<file path="config.mk">
export PLATFORM = sky130hd
export DESIGN_NAME = dbn_top
export DESIGN_NICKNAME = d
export VERILOG_FILES = /design/src/hdl/dbn_pkg.sv /design/src/hdl/dbn_top.sv /design/src/hdl/dbn_elem_class.sv
export SDC_FILE = /design/constraint.sdc
export NUM_CORES = 2
export LEC_CHECK = 0
export BUFFER_PORTS_ARGS = -buffer_cell sky130_fd_sc_hd__buf_2
export CAP_MARGIN = 20
export CORE_ASPECT_RATIO = 0.5
export CORE_MARGIN = 2
export CORE_UTILIZATION = 45
export CTS_CLUSTER_DIAMETER = 40
export CTS_CLUSTER_SIZE = 25
export DETAILED_ROUTE_END_ITERATION = 12
export GPL_TIMING_DRIVEN = 0
export PLACE_DENSITY = 0.7
export RECOVER_POWER = 50
export SETUP_SLACK_MARGIN = 0.15
export SYNTH_ARGS = -nofsm -noshare
export SYNTH_HDL_FRONTEND = slang
export SYNTH_SLANG_ARGS = --single-unit
</file>
<file path="constraint.sdc">
create_clock -name sys_clk -period 89.2 [get_ports sys_clk]
set_input_delay 8.92 -clock sys_clk [delete_from_list [all_inputs] [get_ports sys_clk]]
set_output_delay 8.92 -clock sys_clk [all_outputs]
set_load 0.1 [all_outputs]
</file>
<file path="src/hdl/dbn_pkg.sv">
`default_nettype none
package dbn_pkg;
  // ----------------------------------------------------------------
  // Sizes
  // ----------------------------------------------------------------
  localparam int ELEM_N = 4;
  localparam int NB_N = 8;
  localparam logic [2:0] ELEM_CNT = 3'h4;
  // ----------------------------------------------------------------
  // Register byte addresses
  // ----------------------------------------------------------------
  localparam logic [7:0] A_CTRL = 8'h00;
  localparam logic [7:0] A_DEV = 8'h04;
  localparam logic [7:0] A_MCAST = 8'h08;
  localparam logic [7:0] A_NSTAT = 8'h0c;
  localparam logic [7:0] A_NSRC = 8'h10;
  localparam logic [7:0] A_NIDX = 8'h14;
  localparam logic [7:0] A_NTGT = 8'h18;
  localparam logic [7:0] A_NMAS = 8'h1c;
  localparam logic [7:0] A_NACK = 8'h20;
  localparam logic [7:0] A_TIDX = 8'h24;
  localparam logic [7:0] A_TTGT = 8'h28;
  localparam logic [7:0] A_TMAS = 8'h2c;
  localparam logic [7:0] A_TCMD = 8'h30;
  localparam logic [7:0] A_STAT = 8'h34;
  // ----------------------------------------------------------------
  // Field positions and reset values
  // ----------------------------------------------------------------
  localparam int CTRL_MC = 0;
  localparam int CTRL_CFF = 1;
  localparam int TCMD_COMMIT = 8;
  localparam int STAT_OVF = 0;
  localparam int STAT_DONE = 1;
  localparam int NACK_BIT = 0;
  localparam logic [1:0] CTRL_RST = 2'h0;
  localparam logic [15:0] ADDR_RST = 16'h0000;
  // ----------------------------------------------------------------
  // Reason codes
  // ----------------------------------------------------------------
  localparam logic [7:0] RSN_RX = 8'h00;
  localparam logic [7:0] RSN_CONF = 8'h02;
  localparam logic [7:0] RSN_TERM = 8'h03;
  // ----------------------------------------------------------------
  // Types
  // ----------------------------------------------------------------
  typedef enum logic [1:0] {KIND_OTHER, KIND_DRP, KIND_AVAIL} dbn_kind_t;
  typedef enum logic [2:0] {ST_IDLE, ST_RECV, ST_EVAL, ST_CONF, ST_DECIDE,
                            ST_WAIT} dbn_state_t;
endpackage : dbn_pkg
`default_nettype wire

</file>
<file path="src/hdl/dbn_top.sv">
// Design decisions made here: the placing of the registers and register access over APB.
`default_nettype none
module dbn_top (
  // Clock and reset
  input  wire logic               sys_clk,
  input  wire logic               reset,
  // APB slave
  input  wire logic               psel,
  input  wire logic               penable,
  input  wire logic               pwrite,
  input  wire logic [7:0]         paddr,
  input  wire logic [31:0]        pwdata,
  output logic [31:0]             prdata,
  output logic                    pready,
  output logic                    pslverr,
  // Received beacon
  input  wire logic               bcn_start,
  input  wire logic [15:0]        bcn_src,
  input  wire logic [7:0]         bcn_slot,
  input  wire logic               elem_valid,
  input  wire dbn_pkg::dbn_kind_t elem_kind,
  input  wire logic [15:0]        elem_target,
  input  wire logic               elem_status,
  input  wire logic [31:0]        elem_mas,
  input  wire logic               bcn_end,
  // Received command frame
  input  wire logic               cf_valid,
  input  wire logic [15:0]        cf_src,
  input  wire logic [15:0]        cf_dest,
  input  wire logic [7:0]         cf_len,
  // Command frame notification
  output logic                    cfn_valid,
  output logic [15:0]             cfn_src,
  output logic [7:0]              cfn_len,
  // Reservation notification
  output logic                    ntf_event,
  output logic                    ntf_busy,
  // Own beacon DRP block
  input  wire logic               bcn_tx_start,
  input  wire logic               bcn_tx_done,
  input  wire logic [1:0]         tx_rd_idx,
  output logic [2:0]              tx_count,
  output logic [15:0]             tx_rd_tgt,
  output logic                    tx_rd_status,
  output logic [31:0]             tx_rd_mas,
  output logic                    result_event_block_valid
);
  import dbn_pkg::*;

  // ----------------------------------------------------------------
  // Storage
  // ----------------------------------------------------------------
  logic [1:0]  ctrl_reg;
  logic [15:0] dev_reg;
  logic [15:0] mc_reg;
  logic [1:0]  nidx_reg;
  logic [1:0]  tidx_reg;
  logic [16:0] txs_m [ELEM_N];
  logic [31:0] txs_s [ELEM_N];
  logic [2:0]  tstage_reg;
  logic [16:0] txa_m [ELEM_N];
  logic [31:0] txa_s [ELEM_N];
  logic [2:0]  tx_cnt_reg;
  logic        tx_pend_reg;
  logic        tx_sent_reg;
  logic        done_reg;
  logic        ovf_reg;
  logic [18:0] rxm [ELEM_N];
  logic [31:0] rxs [ELEM_N];
  logic [18:0] cfm [ELEM_N];
  logic [31:0] cfs [ELEM_N];
  logic [2:0]  rx_cnt;
  logic [2:0]  cf_cnt;
  logic        rx_any;
  logic        me_any;
  logic        term_reg;
  logic [15:0] src_reg;
  logic [7:0]  slot_reg;
  logic        nv_reg;
  logic        sel_conf;
  logic [7:0]  rsn_reg;
  logic [2:0]  len_reg;
  logic [15:0] nb_addr [NB_N];
  logic        nb_used [NB_N];
  logic        nb_me [NB_N];
  logic [2:0]  nb_rr;
  dbn_state_t  state;
  logic        nb_hit;
  logic [2:0]  nb_idx;
  logic        nb_free_ok;
  logic [2:0]  nb_free;
  logic [31:0] own_mask;
  logic        c_me;
  logic        c_kdrp;
  logic        c_keep;
  logic        c_conf;
  logic [31:0] rd_data;
  logic        rd_ok;
  logic        wr_en;
  logic        ack_wr;
  logic        commit;
  logic        drop;
  logic        cf_hit;
  logic [18:0] elem_meta;

  assign wr_en = psel && penable && pready && pwrite;
  assign ack_wr = wr_en && (paddr == A_NACK) && pwdata[NACK_BIT];
  assign commit = wr_en && (paddr == A_TCMD) && pwdata[TCMD_COMMIT];
  assign elem_meta = {elem_kind, elem_status, elem_target};
  assign drop = (bcn_start && (state != ST_IDLE)) ||
                ((state == ST_RECV) && elem_valid &&
                 ((c_keep && (rx_cnt == ELEM_CNT)) || (c_conf && (cf_cnt == ELEM_CNT))));
  assign ntf_busy = nv_reg;

  // ----------------------------------------------------------------
  // Element classification
  // ----------------------------------------------------------------
  dbn_elem_class u_class (
    .kind     (elem_kind),
    .target   (elem_target),
    .mas      (elem_mas),
    .own_addr (dev_reg),
    .mc_addr  (mc_reg),
    .mc_en    (ctrl_reg[CTRL_MC]),
    .own_mask (own_mask),
    .to_me    (c_me),
    .keep_drp (c_kdrp),
    .keep_rx  (c_keep),
    .conflict (c_conf)
  );

  always_comb
  begin
    own_mask = 32'h0;
    for (int i = 0; i < ELEM_N; i++)
    begin
      if (3'(i) < tx_cnt_reg)
        own_mask = own_mask | txa_s[i];
    end
  end

  // ----------------------------------------------------------------
  // APB slave
  // ----------------------------------------------------------------
  always_comb
  begin
    rd_data = 32'h0;
    rd_ok = 1'b1;
    unique case (paddr)
      A_CTRL:  rd_data = 32'(ctrl_reg);
      A_DEV:   rd_data = 32'(dev_reg);
      A_MCAST: rd_data = 32'(mc_reg);
      A_NSTAT: rd_data = {8'h0, slot_reg, nv_reg, 4'h0, len_reg, rsn_reg};
      A_NSRC:  rd_data = 32'(src_reg);
      A_NIDX:  rd_data = 32'(nidx_reg);
      A_NTGT:  rd_data = 32'(sel_conf ? cfm[nidx_reg] : rxm[nidx_reg]);
      A_NMAS:  rd_data = sel_conf ? cfs[nidx_reg] : rxs[nidx_reg];
      A_NACK:  rd_data = 32'h0;
      A_TIDX:  rd_data = 32'(tidx_reg);
      A_TTGT:  rd_data = 32'(txs_m[tidx_reg]);
      A_TMAS:  rd_data = txs_s[tidx_reg];
      A_TCMD:  rd_data = {23'h0, tx_pend_reg, 1'b0, tx_cnt_reg, 1'b0, tstage_reg};
      A_STAT:  rd_data = {30'h0, done_reg, ovf_reg};
      default: rd_ok = 1'b0;
    endcase
  end

  always_ff @(posedge sys_clk or posedge reset)
  begin
    if (reset)
    begin
      pready <= 1'b0;
      pslverr <= 1'b0;
      prdata <= 32'h0;
    end
    else
    begin
      pready <= psel && penable && !pready;
      pslverr <= psel && penable && !pready && !rd_ok;
      if (psel && penable && !pready)
        prdata <= rd_ok ? rd_data : 32'h0;
    end
  end

  always_ff @(posedge sys_clk or posedge reset)
  begin
    if (reset)
    begin
      ctrl_reg <= CTRL_RST;
      dev_reg <= ADDR_RST;
      mc_reg <= ADDR_RST;
      nidx_reg <= 2'h0;
      tidx_reg <= 2'h0;
      tstage_reg <= 3'h0;
      for (int i = 0; i < ELEM_N; i++)
      begin
        txs_m[i] <= 17'h0;
        txs_s[i] <= 32'h0;
      end
    end
    else if (wr_en)
    begin
      unique case (paddr)
        A_CTRL:  ctrl_reg <= pwdata[1:0];
        A_DEV:   dev_reg <= pwdata[15:0];
        A_MCAST: mc_reg <= pwdata[15:0];
        A_NIDX:  nidx_reg <= pwdata[1:0];
        A_TIDX:  tidx_reg <= pwdata[1:0];
        A_TTGT:  txs_m[tidx_reg] <= pwdata[16:0];
        A_TMAS:  txs_s[tidx_reg] <= pwdata;
        A_TCMD:  tstage_reg <= (pwdata[2:0] > ELEM_CNT) ? ELEM_CNT : pwdata[2:0];
        default: ;
      endcase
    end
  end

  // ----------------------------------------------------------------
  // Beacon inspection and notification
  // ----------------------------------------------------------------
  always_ff @(posedge sys_clk or posedge reset)
  begin
    if (reset)
    begin
      state <= ST_IDLE;
      rx_cnt <= 3'h0;
      cf_cnt <= 3'h0;
      rx_any <= 1'b0;
      me_any <= 1'b0;
      term_reg <= 1'b0;
      src_reg <= 16'h0;
      slot_reg <= 8'h0;
      nv_reg <= 1'b0;
      sel_conf <= 1'b0;
      rsn_reg <= RSN_RX;
      len_reg <= 3'h0;
      ntf_event <= 1'b0;
      for (int i = 0; i < ELEM_N; i++)
      begin
        rxm[i] <= 19'h0;
        rxs[i] <= 32'h0;
        cfm[i] <= 19'h0;
        cfs[i] <= 32'h0;
      end
    end
    else
    begin
      ntf_event <= 1'b0;
      unique case (state)
        ST_IDLE:
          if (bcn_start)
          begin
            src_reg <= bcn_src;
            slot_reg <= bcn_slot;
            rx_cnt <= 3'h0;
            cf_cnt <= 3'h0;
            rx_any <= 1'b0;
            me_any <= 1'b0;
            state <= ST_RECV;
          end
        ST_RECV:
        begin
          if (elem_valid)
          begin
            if (c_keep && (rx_cnt < ELEM_CNT))
            begin
              rxm[rx_cnt[1:0]] <= elem_meta;
              rxs[rx_cnt[1:0]] <= elem_mas;
              rx_cnt <= rx_cnt + 3'h1;
            end
            if (c_kdrp)
              rx_any <= 1'b1;
            if (c_me)
              me_any <= 1'b1;
            if (c_conf && (cf_cnt < ELEM_CNT))
            begin
              cfm[cf_cnt[1:0]] <= elem_meta;
              cfs[cf_cnt[1:0]] <= elem_mas;
              cf_cnt <= cf_cnt + 3'h1;
            end
          end
          if (bcn_end)
            state <= ST_EVAL;
        end
        ST_EVAL:
        begin
          term_reg <= nb_hit && nb_me[nb_idx] && !me_any;
          if (cf_cnt != 3'h0)
          begin
            nv_reg <= 1'b1;
            sel_conf <= 1'b1;
            rsn_reg <= RSN_CONF;
            len_reg <= cf_cnt;
            ntf_event <= 1'b1;
            state <= ST_CONF;
          end
          else
            state <= ST_DECIDE;
        end
        ST_CONF:
          if (ack_wr)
          begin
            nv_reg <= 1'b0;
            state <= ST_DECIDE;
          end
        ST_DECIDE:
        begin
          sel_conf <= 1'b0;
          if (rx_any)
          begin
            nv_reg <= 1'b1;
            rsn_reg <= RSN_RX;
            len_reg <= rx_cnt;
            ntf_event <= 1'b1;
            state <= ST_WAIT;
          end
          else if (term_reg)
          begin
            nv_reg <= 1'b1;
            rsn_reg <= RSN_TERM;
            len_reg <= 3'h0;
            ntf_event <= 1'b1;
            state <= ST_WAIT;
          end
          else
            state <= ST_IDLE;
        end
        ST_WAIT:
          if (ack_wr)
          begin
            nv_reg <= 1'b0;
            state <= ST_IDLE;
          end
      endcase
    end
  end

  // ----------------------------------------------------------------
  // Neighbour record
  // ----------------------------------------------------------------
  always_comb
  begin
    nb_hit = 1'b0;
    nb_idx = 3'h0;
    nb_free_ok = 1'b0;
    nb_free = 3'h0;
    for (int i = 0; i < NB_N; i++)
    begin
      if (nb_used[i] && (nb_addr[i] == src_reg))
      begin
        nb_hit = 1'b1;
        nb_idx = 3'(i);
      end
      if (!nb_used[i])
      begin
        nb_free_ok = 1'b1;
        nb_free = 3'(i);
      end
    end
  end

  always_ff @(posedge sys_clk or posedge reset)
  begin
    if (reset)
    begin
      nb_rr <= 3'h0;
      for (int i = 0; i < NB_N; i++)
      begin
        nb_addr[i] <= 16'h0;
        nb_used[i] <= 1'b0;
        nb_me[i] <= 1'b0;
      end
    end
    else if (state == ST_EVAL)
    begin
      if (nb_hit)
        nb_me[nb_idx] <= me_any;
      else if (me_any)
      begin
        nb_addr[nb_free_ok ? nb_free : nb_rr] <= src_reg;
        nb_used[nb_free_ok ? nb_free : nb_rr] <= 1'b1;
        nb_me[nb_free_ok ? nb_free : nb_rr] <= 1'b1;
        if (!nb_free_ok)
          nb_rr <= nb_rr + 3'h1;
      end
    end
  end

  // ----------------------------------------------------------------
  // Own beacon DRP block
  // ----------------------------------------------------------------
  always_ff @(posedge sys_clk or posedge reset)
  begin
    if (reset)
    begin
      tx_cnt_reg <= 3'h0;
      tx_pend_reg <= 1'b0;
      tx_sent_reg <= 1'b0;
      result_event_block_valid <= 1'b0;
      done_reg <= 1'b0;
      ovf_reg <= 1'b0;
      for (int i = 0; i < ELEM_N; i++)
      begin
        txa_m[i] <= 17'h0;
        txa_s[i] <= 32'h0;
      end
    end
    else
    begin
      result_event_block_valid <= 1'b0;
      if (bcn_tx_start && tx_pend_reg)
      begin
        txa_m <= txs_m;
        txa_s <= txs_s;
        tx_cnt_reg <= tstage_reg;
        tx_sent_reg <= 1'b1;
      end
      else if (bcn_tx_done && tx_sent_reg)
        tx_sent_reg <= 1'b0;
      tx_pend_reg <= commit || (tx_pend_reg && !bcn_tx_start);
      if (bcn_tx_done && tx_sent_reg && !bcn_tx_start)
        result_event_block_valid <= 1'b1;
      done_reg <= (bcn_tx_done && tx_sent_reg && !bcn_tx_start) ||
                  (done_reg && !(wr_en && (paddr == A_STAT) && pwdata[STAT_DONE]));
      ovf_reg <= drop || (ovf_reg && !(wr_en && (paddr == A_STAT) && pwdata[STAT_OVF]));
    end
  end

  always_ff @(posedge sys_clk or posedge reset)
  begin
    if (reset)
    begin
      tx_count <= 3'h0;
      tx_rd_tgt <= 16'h0;
      tx_rd_status <= 1'b0;
      tx_rd_mas <= 32'h0;
    end
    else
    begin
      tx_count <= tx_cnt_reg;
      tx_rd_tgt <= txa_m[tx_rd_idx][15:0];
      tx_rd_status <= txa_m[tx_rd_idx][16];
      tx_rd_mas <= txa_s[tx_rd_idx];
    end
  end

  // ----------------------------------------------------------------
  // Command frame forwarding
  // ----------------------------------------------------------------
  // Forward frames addressed to dev_reg, or to mc_reg when CTRL_MC is set, while CTRL_CFF is clear.
  assign cf_hit = cf_valid && !ctrl_reg[CTRL_CFF] &&
                  ((cf_dest == dev_reg) || (ctrl_reg[CTRL_MC] && (cf_dest == mc_reg)));

  always_ff @(posedge sys_clk or posedge reset)
  begin
    if (reset)
    begin
      cfn_valid <= 1'b0;
      cfn_src <= 16'h0;
      cfn_len <= 8'h0;
    end
    else
    begin
      cfn_valid <= cf_hit;
      if (cf_hit)
      begin
        cfn_src <= cf_src;
        cfn_len <= cf_len;
      end
    end
  end
endmodule // dbn_top
`default_nettype wire

</file>
<file path="src/hdl/dbn_elem_class.sv">
`default_nettype none
module dbn_elem_class
  import dbn_pkg::*;
(
  // Element
  input  wire dbn_pkg::dbn_kind_t kind,
  input  wire logic [15:0]        target,
  input  wire logic [31:0]        mas,
  // Local setup
  input  wire logic [15:0]        own_addr,
  input  wire logic [15:0]        mc_addr,
  input  wire logic               mc_en,
  input  wire logic [31:0]        own_mask,
  // Verdict
  output logic                    to_me,
  output logic                    keep_drp,
  output logic                    keep_rx,
  output logic                    conflict
);
  logic is_drp;
  assign is_drp = (kind == KIND_DRP);
  assign to_me = is_drp && (target == own_addr);
  assign keep_drp = to_me || (is_drp && mc_en && (target == mc_addr));
  assign keep_rx = keep_drp || (kind == KIND_AVAIL);
  assign conflict = is_drp && (target != own_addr) && ((mas & own_mask) != 32'h0);
endmodule // dbn_elem_class
`default_nettype wire

</file>
**After elaboration in Yosys (flattened, before gate mapping)**

Index checks and enable logic that the tools add are counted.

- Output and inout port bits: 114
- Input bits: 168
- Flip-flop bits (word level): 1157
- Word-level logic and storage cells: 412

- Bitwise logic cells: 15
- Equal/unequal tests: 47
- Muxes and demuxes: 139
- Reduce and logical (&&, ||, !) cells: 97
- Magnitude comparators: 19
- $add $sub $neg: 3

Operators with widths:

| kind | number |
|---|---|
| 2-to-1 mux 32 bit | 17 |
| bitwise mux 128 bit | 4 |
| case mux 32 bit (13 select lines) | 1 |
| binary-select mux 32 bit (select 2 bit) | 4 |
| demux 32 bit (select 2 bit) | 3 |
| == test 16 bit | 12 |
| bitwise mux 76 bit | 2 |
| 2-to-1 mux 19 bit | 7 |
| OR 32 bit | 3 |
| 2-to-1 mux 3 bit | 29 |
| 2-to-1 mux 17 bit | 5 |
| binary-select mux 19 bit (select 2 bit) | 2 |
| demux 19 bit (select 2 bit) | 2 |
| binary-select mux 17 bit (select 2 bit) | 2 |
| bitwise mux 68 bit | 1 |
| demux 16 bit (select 3 bit) | 1 |
| == test 8 x 6 -> 1 bit, second input constant | 6 |
| logical AND 1 bit | 48 |
| 2-to-1 mux 8 bit | 5 |
| 2-to-1 mux 1 bit | 38 |
| demux 17 bit (select 2 bit) | 1 |
| AND 32 bit | 1 |
| == test 8 x 5 -> 1 bit, second input constant | 4 |
| nonzero test 32 bit | 1 |
| other kinds (44) | 121 |

**Depth between registers and ports, before layout**

- Depth in word-level cells: 17
- Mapped depth: 12
- Gate-level depth less buffers: 8

**Hierarchy**

Synthesis repeated with hierarchy kept, for this count alone.

- Cell total of the unflattened synthesis: 3763
- Area total of the unflattened synthesis: 53218.5 µm²

Modules (own cells, without submodules):

| module | sequential area each (µm²) | area each (µm²) | cells an instance | instances |
|---|---|---|---|---|
| dbn_top | 28802.6 | 52661.8 | 3693 | 1 |
| dbn_elem_class | 0.0 | 556.8 | 70 | 1 |

**Worst setup path after synthesis**

No wires, ideal clock.

- Path kind: input to register
- Start point: input port paddr[7]
- End point: register txs_m[34] in the netlist's numbering
- Data required time: 89.075 ns
- Arrival time: 11.039 ns
- Library setup time: 0.125 ns
- Buffers on the path: 1
- Cell stages on the path: 5
- Setup slack: 78.036 ns
- Path through: nor2_1 -> nand3b_1 -> nor4_1 -> clkbuf_1 -> mux2_2

- Word-level cells in the longest chain between the ends: 2

Ends and longest elaborated chain:

| item | RTL line | source |
|---|---|---|
| from (decl) | dbn_top.sv:11 | `input wire logic [7:0] paddr,` |
| == test 8 x 6 -> 1 bit | dbn_top.sv:203 | `unique case (paddr)` |
| AND reduction 2 bit (no source line) | n/a |  |
| to (signal, indexed assignment) | dbn_top.sv:209 | `A_TTGT: txs_m[tidx_reg] <= pwdata[16:0];` |
| to (decl) | dbn_top.sv:58 | `logic [16:0] txs_m [ELEM_N];` |

No other way between the ends.
A chain may end at the register's enable or synchronous reset.

==> results.yml <==
floorplan:
  core_um2: 117000
  die_width_um: 490
  fp-row-count: 89
  start_util: 0.452
  die-area_um2: 121000
  pin_count: 282
  die_y_um: 247
setup_path:
  cp_common_cell: "clkbuf_1"
  cp_max_fo: 132
  required_ps: 88440
  cp_slowest_stage_delay_ps: 4930
  end_kind: "async pin"
  criticalPathCategory: "primary input to async pin"
  crit_arrival_ps: 20640
  critical_path.slowest_cell: "clkbuf_1"
  startpoint_type: "primary input"
  path_cells: "buf_2 -> clkinvlp_2 -> clkbuf_1 -> clkbuf_1"
min_path:
  hold_class: "flip-flop to flip-flop"
synthesis:
  synth_area_per_cell_um2: 13.8
  synth_compound_area_frac: 0.0503
  synth.area.mux_share: 0.291
  netlist_instances: 3840
  ys_seq_area_frac: 0.543
  ys.flop_type: "dfrtp_1"
  synth.distinct_cells: 82
  synth_seq_cells: 1151
  synthXorXnorAreaFrac: 0.0329
  netlist_area_um2: 53100
  synthesis.nets: 4017
  synthSimpleGateAreaFrac: 0.0544
  synth_top_family_by_area: "multiplexers"
  synthAdderAreaFrac: 0.00212
  ys_warn_count: 0
  ys_async_sr_fraction: 1.00
  synth-edff-count: 0
outcome:
  violations: "capacitance limit, slew limit"
  status: "complete, but fails checks"
timing:
  setup_tns_ps: 0
  final_max_slew_viol_count: 869
  slew_headroom: -3.44
  min_period_over_period: 0.240
  period_minus_slack_ps: 21400
  finalSetupViolCount: 0
  worstMarginPinSlew_ps: 6650
  rsz0062_at_grt: "no"
  hold_viol_final: 0
  clock_skew_ps: 57.5
  fmax_ghz: 0.0467
cells_and_area:
  nets: 4422
  fin_util: 0.516
  drive_above_1_share: 0.376
  syn2layout_area_growth_pct: 14.2
  fillers: 9879
drt:
  drt_iter0_markers: 3643
  post-route-drc-count: 0
  avgViaCountPerCell: 6.04
  wirelength_um: 169000
  wire_per_inst_um: 28.5
  ant_nets: 0
  vias: 35900
  first_pass_iters: 8
place:
  dpl.hpwl_um: 123000
  portBuffers: 252
  gp_congestion: 0.947
cts:
  cts-htree-levels: 3
  cts_setup_buffers: 0
  clock_latency_ps: 770
  cts.clk_slew.worst_paths_ps: 70
  cts_hold_buf: 0
  clockBufferDepth: 3
  cts_buffers: 116
  root_buffer: "clkbuf_16"
  cts_tree: "done"
  ctsResizeCount: 0
  cts_num_sinks: 1151
job:
  drv_cap: 8
power:
  p_per_area_nw_per_um2: 22.2
  peakVddDrop_v: 0.0000165
  leakage_nw: 29.1
  total_power_mw: 1.35
global_route:
  grtUsageMet1: 0.379
  grt_pass1_wl_um: 246000
  first_global_vias: 36300
  grtUsageMet3: 0.0744
  use_met2: 0.424
  grt_busiest_layer: "met2"
  grt_start_max_net_pins: 133
  antenna_found_initial: 23
  gr-total-overflow: 0
  grt_use_total: 0.280
==> cell families after synthesis <==
family                   count (synthesis)
flip-flops                            1151
buffers and inverters                  320
AO/OA/AOI/OAI                          414
adder cells (fa/ha/maj)                  9
XOR/XNOR                               195
multiplexers                          1166
AND/OR/NAND/NOR                        585
==> routing by layer <==
metal | wire length [um] | vias to the layer above
met1 | 69100 | 19000
met4 | 8470 | 20
li1 | - | 14900
met2 | 76300 | 1616
met5 | 103 | -
met3 | 15100 | 431
==> layout make-up <==
| class | count | area [um^2] | area share |
|---|---|---|---|
| timing repair buffer | 287 | 1700 | 0.0281 |
| multi-input combinational | 2369 | 22700 | 0.375 |
| clock buffer | 132 | 3050 | 0.0504 |
| sequential | 1151 | 28800 | 0.475 |
| tap | 1592 | 1990 | 0.0329 |
| clock inverter | 86 | 1000 | 0.0165 |
| buffer | 282 | 1170 | 0.0193 |
| inverter | 38 | 144 | 0.00237 |
| antenna | 5 | 12.5 | 0.000207 |
==> critical path: cells and delay by family <==
kind,cells,cell delay (ps)
buffers and inverters,4,11370
==> placed cells by master (no fill, tap or decap), types with 47 or more instances in the layout <==
cell type / Yosys / layout
mux4_2: 200 / 200
clkbuf_16: 0 / 117
nor2_1: 72 / 72
buf_1: 58 / 53
dfrtp_1: 1151 / 1151
buf_2: 24 / 270
xor2_1: 65 / 65
nand2_1: 281 / 281
mux2i_1: 47 / 47
o21ai_0: 153 / 153
xnor2_1: 125 / 125
clkbuf_1: 178 / 217
o21a_1: 48 / 48
mux2_2: 885 / 885
==> synthesized netlist by cell type, types with 4 or more instances <==
library cell	count	share of area
o21a_1	48	0.0068
or4_1	11	0.0016
xor2_1	65	0.011
or2_2	7	0.00083
nor4_1	31	0.0037
or2_1	5	0.00059
nand3_1	44	0.0042
o2111ai_1	5	0.00083
a21oi_1	37	0.0035
nand4_1	43	0.0051
o21ai_0	153	0.014
buf_6	19	0.0040
or3_1	4	0.00047
nor2b_1	7	0.00083
a222oi_1	11	0.0021
dfrtp_1	1151	0.54
ha_1	9	0.0021
o211ai_1	5	0.00071
and2_1	9	0.0011
nor4_2	4	0.00094
nor3_1	16	0.0015
mux4_2	200	0.085
buf_1	58	0.0041
inv_1	37	0.0026
xnor2_2	5	0.0015
o22ai_1	37	0.0044
a2111o_1	5	0.0011
a22oi_1	43	0.0061
nand2b_1	13	0.0015
nand2_1	281	0.020
o22a_1	22	0.0036
mux2_2	885	0.19
mux2i_1	47	0.0089
nor2_1	72	0.0051
xnor2_1	125	0.021
buf_2	24	0.0023
a31oi_1	18	0.0021
and4_4	4	0.00085
mux2_4	34	0.0096
clkbuf_1	178	0.013
nand3b_1	6	0.00085
==> power by group <==
| group | internal (mW) | leakage [nW] | switching (mW) |
|---|---|---|---|
| Combinational | 0.0909 | 11.3 | 0.145 |
| Clock | 0.283 | 1.96 | 0.234 |
| Sequential | 0.568 | 15.9 | 0.0256 |
| Total | 0.942 | 29.1 | 0.404 |
==> worst paths after layout <==
path / from / to / depth (start not counted) / slack [ps]
worst min register to register: prdata[14] / prdata[14] / 2 / 470
min in group asynchronous: reset / cfm[49] / 2 / 9300
worst max-delay path: reset / tx_rd_mas[1] / 4 / 67800
worst min-delay path: prdata[14] / prdata[14] / 2 / 470
max in group sys_clk: elem_mas[21] / cfm[2] / 9 / 76930
worst max register to register: tx_cnt_reg[0] / cfm[2] / 11 / 83530
==> per-stage QoR <==
stage                     cell area (um^2)  hold slack, ps  instances  setup slack (ps)
after floorplan                      53100             349       3840             47860
after global placement               56300             445       5684             37220
after detailed placement             56900             454       5713             76460
after CTS                            60900             472       5931             77230
after global routing                 60600             486       5941             65080
final                                60600             468       5942             67800
Power figures use the tool's default switching activity.
